--- config.mk ---
export PLATFORM = sky130hd
export DESIGN_NAME = lpsd_core
export DESIGN_NICKNAME = d
export VERILOG_FILES = /design/src/hw/lpsd_pkg.sv /design/src/hw/lpsd_core.sv /design/src/hw/lpsd_fifo.sv
export SDC_FILE = /design/constraint.sdc
export NUM_CORES = 1
export LEC_CHECK = 0
export ABC_CLOCK_PERIOD_IN_PS = 9400
export BUFFER_PORTS_ARGS = -buffer_cell sky130_fd_sc_hd__buf_2
export CAP_MARGIN = 5
export CELL_PAD_IN_SITES_DETAIL_PLACEMENT = 0
export CELL_PAD_IN_SITES_GLOBAL_PLACEMENT = 1
export CORE_MARGIN = 3
export CORE_UTILIZATION = 46
export DETAILED_ROUTE_END_ITERATION = 6
export PLACE_DENSITY = 0.78
export SLEW_MARGIN = 20
export SYNTH_ARGS = -nofsm -noshare
export SYNTH_HDL_FRONTEND = slang
export SYNTH_HIERARCHICAL = 1
export SYNTH_SLANG_ARGS = --single-unit
--- constraint.sdc ---
create_clock -name clk_sys -period 9.4 [get_ports clk_sys]
set_input_delay 1.88 -clock clk_sys [delete_from_list [all_inputs] [get_ports clk_sys]]
set_output_delay 1.88 -clock clk_sys [all_outputs]
set_load 0.03 [all_outputs]
--- src/hw/lpsd_pkg.sv ---
// Package with command codes, field layouts and timing counts for the LP SDRAM core
package lpsd_pkg;
	localparam int ROW_W = 13;
	localparam int COL_W = 9;
	localparam int DQ_W = 16;
	localparam int OPC_W = 10;
	localparam int AP_BIT = 10;
	// Strobe patterns {row, column, write}
	localparam logic [2:0] CMD_NOP = 3'h7;
	localparam logic [2:0] CMD_ACT = 3'h3;
	localparam logic [2:0] CMD_RD = 3'h5;
	localparam logic [2:0] CMD_WR = 3'h4;
	localparam logic [2:0] CMD_BST = 3'h6;
	localparam logic [2:0] CMD_PRE = 3'h2;
	localparam logic [2:0] CMD_REF = 3'h1;
	localparam logic [2:0] CMD_MRS = 3'h0;
	localparam logic [1:0] BANK_EXT = 2'h2;
	localparam logic [2:0] BL_FULL = 3'h7;
	localparam logic [OPC_W-1:0] MODE_RST = 10'h000;
	// Timing figures in ns, derived counts at 4 ns clock
	localparam int CLK_NS = 4;
	localparam int PRECHARGE_PERIOD_NS = 18;
	localparam int PRE_CYC = (PRECHARGE_PERIOD_NS + CLK_NS - 1) / CLK_NS;
	localparam int ROW_ACTIVE_MIN_NS = 42;
	localparam int RAS_CYC = (ROW_ACTIVE_MIN_NS + CLK_NS - 1) / CLK_NS;
	localparam int SR_EXIT_NS = 120;
	localparam int XSR_CYC = (SR_EXIT_NS + CLK_NS - 1) / CLK_NS;
	localparam int SR_INT_CYC = 1953;
	localparam int BL_CAP = 512;
	typedef enum logic [2:0] {
		LPSD_IDLE = 3'h0,
		LPSD_SREF = 3'h1,
		LPSD_SRX = 3'h3,
		LPSD_DPD = 3'h2
	} lpsd_pwr_e;
	typedef struct packed {
		logic cke;
		logic csN;
		logic rasN;
		logic casN;
		logic weN;
		logic [1:0] dqm;
		logic [1:0] bank;
		logic [ROW_W-1:0] addr;
	} lpsd_cmd_s;
	typedef struct packed {
		logic [1:0] bank;
		logic [ROW_W-1:0] row;
		logic [COL_W-1:0] col;
		logic [DQ_W-1:0] data;
		logic [1:0] be;
	} lpsd_acc_s;
endpackage

--- src/hw/lpsd_core.sv ---
// Command decoder and protocol state of the LP SDRAM
`timescale 1ns/10ps
`default_nettype none
module lpsd_core #(
	parameter int SR_INTERVAL = lpsd_pkg::SR_INT_CYC,
	parameter int FIFO_DEPTH = 8
) (
	// Clock and reset
	input wire logic clk_sys,
	input wire logic rstn,
	// Command pins, sampled on the rising edge
	input wire lpsd_pkg::lpsd_cmd_s cmdIn,
	// Data lanes, split drive
	input wire logic [lpsd_pkg::DQ_W-1:0] dqIn,
	output logic [lpsd_pkg::DQ_W-1:0] dqOut,
	output logic [1:0] dqOe,
	// Array access port
	output logic accValid,
	output lpsd_pkg::lpsd_acc_s accWr,
	input wire logic accReady,
	output logic [lpsd_pkg::COL_W-1:0] rdCol,
	output logic [1:0] rdBank,
	input wire logic [lpsd_pkg::DQ_W-1:0] rdData,
	// Status
	output logic [3:0] bankOpen,
	output logic [lpsd_pkg::OPC_W-1:0] modeReg,
	output logic [lpsd_pkg::OPC_W-1:0] extModeReg,
	output logic [lpsd_pkg::ROW_W-1:0] refRow,
	output logic selfRefresh,
	output logic deepPowerDown,
	output logic dataLost,
	output logic wrOverrun
);
	localparam int RC_W = 12;
	lpsd_pkg::lpsd_cmd_s c;
	logic [2:0] strobes;
	logic sel;
	logic actCmd, rdCmd, wrCmd, bstCmd, preCmd, refCmd, mrsCmd, srCmd, dpdCmd;
	logic [lpsd_pkg::ROW_W-1:0] openRow_r [4];
	logic [3:0] bankOpen_r;
	logic [4:0] preCnt_r [4];
	logic [lpsd_pkg::OPC_W-1:0] mode_r, emode_r;
	logic [lpsd_pkg::ROW_W-1:0] refRow_r;
	lpsd_pkg::lpsd_pwr_e pwr_r;
	logic [RC_W-1:0] pwrCnt_r;
	logic [RC_W-1:0] srAge_r;
	logic accLoad;
	logic busy_r, bRd_r, bAp_r;
	logic [1:0] bBank_r;
	logic [lpsd_pkg::COL_W-1:0] bCol_r;
	logic [9:0] bLeft_r;
	logic [1:0] rdMask1_r, rdMask2_r, rdAct1_r, rdAct2_r;
	logic [lpsd_pkg::DQ_W-1:0] rdData_r;
	logic [9:0] blen;
	logic wrBeat, fifoReady, fifoValid, apFire;
	lpsd_pkg::lpsd_acc_s wrBeatData, fifoOut;
	logic lostFlag_r, ovr_r;

	// Burst length from mode bits 2:0; write burst mode bit 9
	function automatic logic [9:0] burstLen(input logic [2:0] bl);
		return (bl == lpsd_pkg::BL_FULL) ? 10'(lpsd_pkg::BL_CAP)
			: 10'(1) << bl[1:0];
	endfunction

	// Decode; deselect and low-power modes hide all commands
	assign c = cmdIn;
	assign strobes = {c.rasN, c.casN, c.weN};
	assign sel = !c.csN && (pwr_r == lpsd_pkg::LPSD_IDLE);
	assign actCmd = sel && c.cke && strobes == lpsd_pkg::CMD_ACT;
	assign rdCmd = sel && c.cke && strobes == lpsd_pkg::CMD_RD;
	assign wrCmd = sel && c.cke && strobes == lpsd_pkg::CMD_WR;
	assign bstCmd = sel && c.cke && strobes == lpsd_pkg::CMD_BST;
	assign preCmd = sel && c.cke && strobes == lpsd_pkg::CMD_PRE;
	assign refCmd = sel && c.cke && strobes == lpsd_pkg::CMD_REF;
	assign mrsCmd = sel && c.cke && strobes == lpsd_pkg::CMD_MRS;
	assign srCmd = sel && !c.cke && strobes == lpsd_pkg::CMD_REF;
	assign dpdCmd = sel && !c.cke && strobes == lpsd_pkg::CMD_BST;
	assign blen = burstLen(mode_r[2:0]);
	// Auto-precharge fires on the tracker's last count (a write's last beat is a cycle earlier), never in full page
	assign apFire = busy_r && bAp_r && bLeft_r == 10'h001
		&& mode_r[2:0] != lpsd_pkg::BL_FULL;

	// Bank open state, open row and precharge timers
	always_ff @(posedge clk_sys) begin
		if (!rstn) begin
			bankOpen_r <= 4'h0;
			for (int b = 0; b < 4; b++) begin
				openRow_r[b] <= '0;
				preCnt_r[b] <= '0;
			end
		end else begin
			for (int b = 0; b < 4; b++) begin
				if (preCnt_r[b] != '0) begin
					preCnt_r[b] <= preCnt_r[b] - 5'h01;
				end
				if (actCmd && c.bank == 2'(b) && !bankOpen_r[b]
						&& preCnt_r[b] == '0) begin
					bankOpen_r[b] <= 1'b1;
					openRow_r[b] <= c.addr;
				end
				if ((preCmd && (c.addr[lpsd_pkg::AP_BIT] || c.bank == 2'(b)))
						|| (apFire && bBank_r == 2'(b))) begin
					bankOpen_r[b] <= 1'b0;
					preCnt_r[b] <= 5'(lpsd_pkg::PRE_CYC);
				end
			end
			if (dpdCmd) begin
				bankOpen_r <= 4'h0;
			end
		end
	end

	// Burst tracker; newest read or write to an open bank replaces any running one
	always_ff @(posedge clk_sys) begin
		if (!rstn) begin
			busy_r <= 1'b0;
			bRd_r <= 1'b0;
			bAp_r <= 1'b0;
			bBank_r <= '0;
			bCol_r <= '0;
			bLeft_r <= '0;
		end else if ((rdCmd || wrCmd) && bankOpen_r[c.bank]) begin
			busy_r <= 1'b1;
			bRd_r <= rdCmd;
			bAp_r <= c.addr[lpsd_pkg::AP_BIT];
			bBank_r <= c.bank;
			bCol_r <= c.addr[lpsd_pkg::COL_W-1:0];
			bLeft_r <= (wrCmd && mode_r[9]) ? 10'h001 : blen;
		end else if (bstCmd) begin
			busy_r <= 1'b0;
		end else if (busy_r) begin
			bCol_r <= bCol_r + 1'b1;
			bLeft_r <= bLeft_r - 10'h001;
			busy_r <= !(bLeft_r == 10'h001 && mode_r[2:0] != lpsd_pkg::BL_FULL);
		end
	end

	// Write beat: data and mask in the same cycle, then queued
	// Command cycle is the first beat, so the tracker's last count is idle
	assign wrBeat = (wrCmd && bankOpen_r[c.bank]) || (busy_r && !bRd_r && !bstCmd
		&& !rdCmd && !wrCmd && (bLeft_r != 10'h001
		|| mode_r[2:0] == lpsd_pkg::BL_FULL));
	assign wrBeatData = {wrCmd ? c.bank : bBank_r,
		openRow_r[wrCmd ? c.bank : bBank_r],
		wrCmd ? c.addr[lpsd_pkg::COL_W-1:0] : bCol_r,
		dqIn, ~c.dqm};

	lpsd_fifo #(
		.WIDTH($bits(lpsd_pkg::lpsd_acc_s)),
		.DEPTH(FIFO_DEPTH)
	) u_wrFifo (
		.clk_sys(clk_sys),
		.rstn(rstn),
		.inValid(wrBeat),
		.inReady(fifoReady),
		.inData(wrBeatData),
		.outValid(fifoValid),
		.outReady(accLoad),
		.outData(fifoOut)
	);

	// Output stage reloads only when empty or taken, so no beat is lost
	assign accLoad = !accValid || accReady;
	// Array write port registered; drops flagged when the queue is full
	always_ff @(posedge clk_sys) begin
		if (!rstn) begin
			accValid <= 1'b0;
			accWr <= '0;
			ovr_r <= 1'b0;
		end else begin
			if (accLoad) begin
				accValid <= fifoValid;
				if (fifoValid) begin
					accWr <= fifoOut;
				end
			end
			if (wrBeat && !fifoReady) begin
				ovr_r <= 1'b1;
			end
		end
	end

	// Read path: mask pipelined two clocks before gating the lanes
	always_ff @(posedge clk_sys) begin
		if (!rstn) begin
			rdMask1_r <= 2'h3;
			rdMask2_r <= 2'h3;
			rdAct1_r <= 2'h0;
			rdAct2_r <= 2'h0;
			rdData_r <= '0;
			dqOut <= '0;
			dqOe <= 2'h0;
			rdCol <= '0;
			rdBank <= '0;
		end else begin
			rdMask1_r <= c.dqm;
			rdMask2_r <= rdMask1_r;
			rdAct1_r <= {2{busy_r && bRd_r && !bstCmd}};
			rdAct2_r <= rdAct1_r;
			rdCol <= bCol_r;
			rdBank <= bBank_r;
			rdData_r <= rdData;
			dqOut <= rdData_r;
			dqOe <= rdAct2_r & ~rdMask2_r;
		end
	end

	// Mode registers; bank lines choose base or extended
	always_ff @(posedge clk_sys) begin
		if (!rstn) begin
			mode_r <= lpsd_pkg::MODE_RST;
			emode_r <= lpsd_pkg::MODE_RST;
		end else if (mrsCmd && bankOpen_r == 4'h0) begin
			if (c.bank == lpsd_pkg::BANK_EXT) begin
				emode_r <= c.addr[lpsd_pkg::OPC_W-1:0];
			end else if (c.bank == 2'h0) begin
				mode_r <= c.addr[lpsd_pkg::OPC_W-1:0];
			end
		end
	end

	// Power state and internal refresh counter shared by both refreshes
	always_ff @(posedge clk_sys) begin
		if (!rstn) begin
			pwr_r <= lpsd_pkg::LPSD_IDLE;
			pwrCnt_r <= '0;
			srAge_r <= '0;
			refRow_r <= '0;
			lostFlag_r <= 1'b0;
		end else begin
			if (refCmd) begin
				refRow_r <= refRow_r + 1'b1;
			end
			case (pwr_r)
				lpsd_pkg::LPSD_IDLE: begin
					if (srCmd) begin
						pwr_r <= lpsd_pkg::LPSD_SREF;
						pwrCnt_r <= '0;
						srAge_r <= '0;
					end else if (dpdCmd) begin
						pwr_r <= lpsd_pkg::LPSD_DPD;
						lostFlag_r <= 1'b1;
					end
				end
				lpsd_pkg::LPSD_SREF: begin
					// Residence has its own saturating count; the
					// refresh tick wraps and cannot measure it
					if (srAge_r != RC_W'(lpsd_pkg::RAS_CYC)) begin
						srAge_r <= srAge_r + 1'b1;
					end
					pwrCnt_r <= (pwrCnt_r == RC_W'(SR_INTERVAL)) ? '0
						: pwrCnt_r + 1'b1;
					if (pwrCnt_r == RC_W'(SR_INTERVAL)) begin
						refRow_r <= refRow_r + 1'b1;
					end
					if (c.cke && srAge_r == RC_W'(lpsd_pkg::RAS_CYC)) begin
						pwr_r <= lpsd_pkg::LPSD_SRX;
						pwrCnt_r <= RC_W'(lpsd_pkg::XSR_CYC);
					end
				end
				lpsd_pkg::LPSD_SRX: begin
					pwrCnt_r <= pwrCnt_r - 1'b1;
					if (pwrCnt_r == RC_W'(1)) begin
						pwr_r <= lpsd_pkg::LPSD_IDLE;
					end
				end
				lpsd_pkg::LPSD_DPD: begin
					// Leave on enable high; array content is gone
					if (c.cke) begin
						pwr_r <= lpsd_pkg::LPSD_IDLE;
					end
				end
				default: pwr_r <= lpsd_pkg::LPSD_IDLE;
			endcase
			if (mrsCmd) begin
				lostFlag_r <= 1'b0;
			end
		end
	end

	// Status outputs from flops
	always_ff @(posedge clk_sys) begin
		if (!rstn) begin
			bankOpen <= 4'h0;
			modeReg <= lpsd_pkg::MODE_RST;
			extModeReg <= lpsd_pkg::MODE_RST;
			refRow <= '0;
			selfRefresh <= 1'b0;
			deepPowerDown <= 1'b0;
			dataLost <= 1'b0;
			wrOverrun <= 1'b0;
		end else begin
			bankOpen <= bankOpen_r;
			modeReg <= mode_r;
			extModeReg <= emode_r;
			refRow <= refRow_r;
			selfRefresh <= pwr_r == lpsd_pkg::LPSD_SREF;
			deepPowerDown <= pwr_r == lpsd_pkg::LPSD_DPD;
			dataLost <= lostFlag_r;
			wrOverrun <= ovr_r;
		end
	end
endmodule
`default_nettype wire

--- src/hw/lpsd_fifo.sv ---
// Parameterised valid/ready FIFO used on the write data path
`timescale 1ns/10ps
`default_nettype none
module lpsd_fifo #(
	parameter int WIDTH = 8,
	parameter int DEPTH = 8
) (
	// Clock and reset
	input wire logic clk_sys,
	input wire logic rstn,
	// Fill side
	input wire logic inValid,
	output logic inReady,
	input wire logic [WIDTH-1:0] inData,
	// Drain side
	output logic outValid,
	input wire logic outReady,
	output logic [WIDTH-1:0] outData
);
	localparam int AW = $clog2(DEPTH);
	logic [WIDTH-1:0] mem [DEPTH];
	logic [AW-1:0] wPtr_r;
	logic [AW-1:0] rPtr_r;
	logic [AW:0] cnt_r;
	logic push;
	logic pop;
	// Honest flags straight from the count
	assign inReady = (cnt_r != (AW+1)'(DEPTH));
	assign outValid = (cnt_r != '0);
	assign outData = mem[rPtr_r];
	assign push = inValid && inReady;
	assign pop = outValid && outReady;
	// Storage written without reset, pointers guard it
	always_ff @(posedge clk_sys) begin
		if (push) begin
			mem[wPtr_r] <= inData;
		end
	end
	// Pointer and occupancy bookkeeping
	always_ff @(posedge clk_sys) begin
		if (!rstn) begin
			wPtr_r <= '0;
			rPtr_r <= '0;
			cnt_r <= '0;
		end else begin
			if (push) begin
				wPtr_r <= (wPtr_r == AW'(DEPTH-1)) ? '0 : wPtr_r + 1'b1;
			end
			if (pop) begin
				rPtr_r <= (rPtr_r == AW'(DEPTH-1)) ? '0 : rPtr_r + 1'b1;
			end
			cnt_r <= cnt_r + (AW+1)'(push) - (AW+1)'(pop);
		end
	end
endmodule
`default_nettype wire

* Word-level counts from Yosys, hierarchy flattened
Memory sizes are Yosys's and may differ from the RTL's. A register that Yosys moved wholly into a read port is not among the register bits. Cells that the tools add are included.
Cells by class: add/sub/neg operators 14, magnitude comparators 1, equal/unequal tests 33, shift-type cells 1, muxes and demuxes 83, bitwise operators 18, reduce and logical (&&, ||, !) cells 107
Operators by type and width (number):
- $mux 13 | 7
- $logic_and 1x1->1 | 51
- $mux 10 | 5
- $mux 12 | 4
- $mux 1 | 43
- $mux 5 | 8
- $mux 9 | 4
- $pmux 12 s3 | 1
- $add 12x1->12 const B | 2
- $pmux 12 s2 | 1
- $mux 3 | 7
- $logic_not 5->1 | 4
- $reduce_bool 5->1 | 4
- $sub 5x1->5 const B | 4
- $eq 3x3->1 const B | 6
- $logic_not 1->1 | 14
- $add 13x1->13 const B | 1
- $eq 12x1->1 const B | 1
- $eq 12x11->1 const B | 1
- $eq 12x4->1 const B | 1
- $eq 3x2->1 const B | 4
- $logic_or 1x1->1 | 12
- $ne 12x4->1 const B | 1
- $or 1x1->1 | 12
- 34 further kinds | 59
Word-level totals: register bits after elaboration 193, RAM bits 408, bits of input ports 57, output and inout port bits 113, logic and storage cells 299, memories kept 3
Memory list:
- u_wrFifo.mem | words 8, width 42, read ports 1, clocked after memory_dff 1, write ports 1, RTL line lpsd_fifo.sv:21 | logic [WIDTH-1:0] mem [DEPTH];
- openRow_r | words 4, width 13, read ports 1, clocked after memory_dff 0, write ports 4, RTL line lpsd_core.sv:39 | logic [lpsd_pkg::ROW_W-1:0] openRow_r [4];
- preCnt_r | words 4, width 5, read ports 4, clocked after memory_dff 0, write ports 4, RTL line lpsd_core.sv:41 | logic [4:0] preCnt_r [4];

* Longest topological paths before layout
word-level depth 13, mapped depth 13, gate-level depth less buffers 13

* Hierarchy
Netlist, hierarchy kept.
Modules (own cells, without submodules):
- lpsd_fifo | instances 1, cells an instance 563, area each 13302.8 um2, sequential area each 10349.9 um2
- lpsd_core | instances 1, cells an instance 1206, area each 11955.2 um2, sequential area each 6646.4 um2

* Worst setup path after synthesis
OpenSTA, ideal clock, no wires.
kind input to register, from input cmdIn[20] (netlist bit), to memory u_wrFifo/mem[0][0] (netlist bit) (enable), library setup time 547 ps, data arrival time 7120 ps, data required time 8853 ps, setup slack 1733 ps, stages on the path 7, path buffers 1, cell sequence nor4b_2 -> and3_1 -> clkbuf_1 -> nand2_1 -> o41ai_1 -> nand2_1 -> nor4_1
Between the ends: longest elaborated chain between the ends 13, elaborated cells between the ends (all ways) 18, those cells by class mux (2); reduce/logical (16)
Ends and longest elaborated chain:
- start: declaration | RTL line lpsd_core.sv:12 | input wire lpsd_pkg::lpsd_cmd_s cmdIn,
- $logic_not 1->1 (*) | RTL line lpsd_core.sv:68 | assign sel = !c.csN && (pwr_r == lpsd_pkg::LPSD_IDLE);
- $logic_and 1x1->1 (*) | RTL line lpsd_core.sv:68
- $logic_and 1x1->1 (*) | RTL line lpsd_core.sv:70, lpsd_core.sv:71, lpsd_core.sv:72
- $logic_and 1x1->1 | RTL line lpsd_core.sv:72 | assign bstCmd = sel && c.cke && strobes == lpsd_pkg::CMD_BST;
- $logic_not 1->1 | RTL line lpsd_core.sv:140 | assign wrBeat = (wrCmd && bankOpen_r[c.bank]) || (busy_r && !bRd_r && !bstCmd
- $logic_and 1x1->1 | RTL line lpsd_core.sv:140
- $logic_and 1x1->1 (3 in a row) | RTL line lpsd_core.sv:141 | && !rdCmd && !wrCmd && (bLeft_r != 10'h001
- $logic_or 1x1->1 (*) | RTL line lpsd_core.sv:140
- net wrBeat | RTL line lpsd_core.sv:55 | logic wrBeat, fifoReady, fifoValid, apFire;
- $logic_and 1x1->1 (*) | RTL line lpsd_fifo.sv:31 | assign push = inValid && inReady;
- $mux 1 (*) | RTL line lpsd_fifo.sv:35 | if (push) begin
- $mux 1 (implied by the code) (*) | RTL line lpsd_fifo.sv:36 | mem[wPtr_r] <= inData;
- end: declaration | RTL line lpsd_fifo.sv:21
Mark *: on every way through the listed nets, which the timed path passes. The rest lies on a longest branch.

* Final worst setup path
from input cmdIn[21] (netlist bit), to register u_wrFifo.cnt_r[2]
Between the ends: longest elaborated chain between the ends 11, elaborated cells between the ends (all ways) 16, those cells by class add/sub (2); reduce/logical (14)
Ends and longest elaborated chain:
- $logic_and 1x1->1 (*) | RTL line lpsd_core.sv:70, lpsd_core.sv:71, lpsd_core.sv:72
- $logic_and 1x1->1 | RTL line lpsd_core.sv:72
- $logic_not 1->1 | RTL line lpsd_core.sv:140
- $logic_and 1x1->1 | RTL line lpsd_core.sv:140
- $logic_and 1x1->1 (3 in a row) | RTL line lpsd_core.sv:141
- $logic_or 1x1->1 (*) | RTL line lpsd_core.sv:140
- net wrBeat | RTL line lpsd_core.sv:55
- $logic_and 1x1->1 (*) | RTL line lpsd_fifo.sv:31
- $add 4x1->4 (*) | RTL line lpsd_fifo.sv:52 | cnt_r <= cnt_r + (AW+1)'(push) - (AW+1)'(pop);
- $sub 4x1->4 (*) | RTL line lpsd_fifo.sv:52
- end signal: assignment | RTL line lpsd_fifo.sv:52
- end: declaration | RTL line lpsd_fifo.sv:24 | logic [AW:0] cnt_r;
Marked as above. A chain may end at the register's enable or synchronous reset.

==> impl_results.md <==
* Result of the run: finished clean
* Die Span Y at 240 um
* Relative max-transition margin at 31.9%
* Critical-path maximum fanout at 11
* Time the final worst path needs with I/O delays and setup at 4.72 ns
* Final cycle utilization of the critical path at 50.3%
* Number of antenna cells inserted at 0
* Portion of synthesized cell area occupied by the leading cell type at 48.5%
* Area of the placeable core at 0.0540 mm^2
* DRC violation count after routing at 0
* Number of pins exceeding their max-slew limit in the final report at 0
* CTS clock-pin slew for the worst setup and hold paths at 0.06 ns
* TritonCTS clock tree: yes
* Post-CTS Setup Bufs at 0
* Clock buffer count from CTS at 68
* Vias in the first global route at 14800
* Share of cells above drive strength 1 at 23.3%
* Number of hold buffers added after cts at 0
* H-tree level count at 3
* Via count at 14600
* Global router's overall resource usage at 18.7%
* Post-cts repair resize count at 0
* Violation count after the first detailed-routing iteration at 1047
* Number of distinct library cells after synthesis at 63
* Critical path launch point type: input pin
* Synthesized area at 0.0253 mm^2
* Post-Synthesis Mean Instance Area at 14.3 um^2
* Global route total overflow at 0
* Worst Hold Class: flop to flop
* Sequential share of the synthesized area at 67.3%
* Post-synth EDFFs at 408
* Fin Setup TNS at 0 ns
* Final design area excluding fillers at 0.0291 mm^2
* Yosys top cell by area: sky130_fd_sc_hd__edfxtp_1
* CTS max path bufs at 3
* Top cells by area, synth: sky130_fd_sc_hd__edfxtp_1 49%, sky130_fd_sc_hd__dfxtp_1 19%, sky130_fd_sc_hd__mux4_2 8.7%
* Hold violation total from the final report at 0
* Worst setup margin at 4.68 ns
* Site row count at 85
* Pwr Density at 254 mW/mm^2
* Width of the chip at 240 um
* Synthesized Nets at 1849
* Number of primary I/O pins at 170
* Pleak at 10.7 nW
* Synthesis-to-layout area growth at 15.3%
* Cell depth of the worst hold path at 1
* Max-cap violation count at 0
* Global-route wire length before repair at 83700 um
* Worst reg2reg path depth at 12
* Final setup fails at 0
* Final GP Congestion at 0.826
* Die Area at 0.0578 mm^2
* Endpoint kind of the worst setup timing path: flop
* Final total power at 7.39 mW
* Leading cell types by count after synthesis: 408 x sky130_fd_sc_hd__edfxtp_1, 237 x sky130_fd_sc_hd__dfxtp_1, 186 x sky130_fd_sc_hd__nand2_1, 109 x sky130_fd_sc_hd__and2_1, 98 x sky130_fd_sc_hd__mux4_2
* Number of standard cells after synthesis at 1769
* Number of synthesized register bits at 645
* Clock Sink Count at 645
* Achievable Freq at 212 MHz
* HPWL reported at the end of detailed placement at 32200 um
* Number of detailed-route iterations in the first pass at 5
* Final-layout fill cell count at 4420
* Number of nets with antenna violations after detailed routing at 0
* Max Clock Skew at 0.0205 ns
* Via density per instance at 5.45
* Wire length per cell after detailed routing at 19.8 um
* Setup repair after global routing missed its margin: no
* Async set-reset flop share out of synthesis at 0%
* Crit Path Category: input pin to flop
* Total Routed Length at 53000 um
* Latest clock arrival within the worst-skew pair at 0.61 ns
* Worst Max-Slew Pin Slew at 1.02 ns
* Peak supply drop at 129 uV
* Number of buffers inserted by port buffering at 169
* Placement Setup Slack at 4.07 ns
* CTS Root Cell: sky130_fd_sc_hd__clkbuf_16
* Main flop type after synthesis: sky130_fd_sc_hd__edfxtp_1
* Number of warning messages in the yosys log at 6
* Maximum number of pins on one net before global-route repair at 86
* Placed cell area at 0.0267 mm^2
* Critical Path AT at 5.21 ns
* Initial core utilization at 46.8%
* Number of nets in the layout at 2012
* Initial antenna violation count at 1
* Endpoint required time on the critical path at 9.89 ns
* Most common cell in the netlist: sky130_fd_sc_hd__edfxtp_1
[path summary, 6_finish.rpt]
path / slack [ns] / to / from
worst max-delay path: 4.68 / u_wrFifo/cnt_r[2] / cmdIn[21]
worst min-delay path: 0.39 / dqOe[1] / rdMask2_r[1]
worst max register to register: 5.49 / u_wrFifo/cnt_r[2] / pwr_r[0]
worst min register to register: 0.39 / dqOe[1] / rdMask2_r[1]
[kinds of logic after synthesis]
group / count (synthesis) / synth area share (%)
buffers and inverters: 135 / 2.33
AO/OA/AOI/OAI: 178 / 4.20
adder cells (fa/ha/maj): 23 / 1.17
multiplexers: 171 / 11.8
XOR/XNOR: 48 / 1.66
AND/OR/NAND/NOR: 569 / 11.5
flip-flops: 645 / 67.3
[critical path, stage by stage]
cell and delay [ns]:
sky130_fd_sc_hd__buf_2 0.14, sky130_fd_sc_hd__or4b_4 0.24, sky130_fd_sc_hd__o21ai_0 0.08, sky130_fd_sc_hd__buf_4 0.18, sky130_fd_sc_hd__o41ai_1 0.81, sky130_fd_sc_hd__nand2_1 0.47, sky130_fd_sc_hd__ha_1 0.42, sky130_fd_sc_hd__inv_1 0.05
sky130_fd_sc_hd__ha_1 0.16, sky130_fd_sc_hd__inv_1 0.07, sky130_fd_sc_hd__fa_1 0.41, sky130_fd_sc_hd__xnor2_1 0.14, sky130_fd_sc_hd__and2_1 0.15
[routing by layer]
metal	up-vias	part of all wire (%)	track usage, %
met2	413	48	30.8
met1	7260	44	25.2
li1	6860	-	-
met3	77	6.1	4.54
met5	-	0.025	0
met4	2	1.9	4.90
[final cells by class]
type,count,area [um^2],area share (%)
Multi-Input combinational cell,989,7740,26.6
Inverter,37,141,0.486
Sequential cell,645,17000,58.4
Clock buffer,88,1820,6.24
Timing Repair Buffer,191,1030,3.55
Clock inverter,37,504,1.73
Tap cell,696,871,2.99
[power by group]
group / switching (mW) / total (mW) / leakage, nW / internal (mW)
combinational: 0.753 / 1.34 / 3.78 / 0.592
clock: 1.10 / 2.74 / 1.12 / 1.64
sequential: 0.128 / 3.30 / 5.81 / 3.18
[sequential cells by signal, indices dropped and copies added (netlist names), 10 cells and up, named ones only]
signal	flops
preCnt_r	20
extModeReg	10
srAge_r	12
pwrCnt_r	12
dqOut	16
refRow_r	13
accWr	42
mode_r	10
rdData_r	16
emode_r	10
bLeft_r	10
modeReg	10
u_wrFifo/mem	336
openRow_r	52
refRow	13
[per-stage QoR]
stage / hold WS [ns] / utilization (%) / cells
final: 0.390 / 53.9 / 2683
after CTS: 0.394 / 53.8 / 2682
after detailed placement: 0.386 / 49.5 / 2557
after global routing: 0.407 / 53.9 / 2683
after global placement: 0.384 / 49.5 / 2557
after floorplan: 0.368 / - / 1769
[cells in the final DEF (no fill, tap or decap), types with 29 or more instances in the layout]
cell and count:
sky130_fd_sc_hd__mux4_2 98, sky130_fd_sc_hd__buf_2 168, sky130_fd_sc_hd__mux2_2 44, sky130_fd_sc_hd__mux2i_1 29, sky130_fd_sc_hd__nand2_1 186, sky130_fd_sc_hd__inv_1 36, sky130_fd_sc_hd__edfxtp_1 408, sky130_fd_sc_hd__xnor2_1 30
sky130_fd_sc_hd__dfxtp_1 234, sky130_fd_sc_hd__and3_1 33, sky130_fd_sc_hd__a21oi_1 86, sky130_fd_sc_hd__clkbuf_16 68, sky130_fd_sc_hd__o21ai_0 34, sky130_fd_sc_hd__and2_1 109, sky130_fd_sc_hd__nor2_1 91
(Power assumes the default switching activity.)
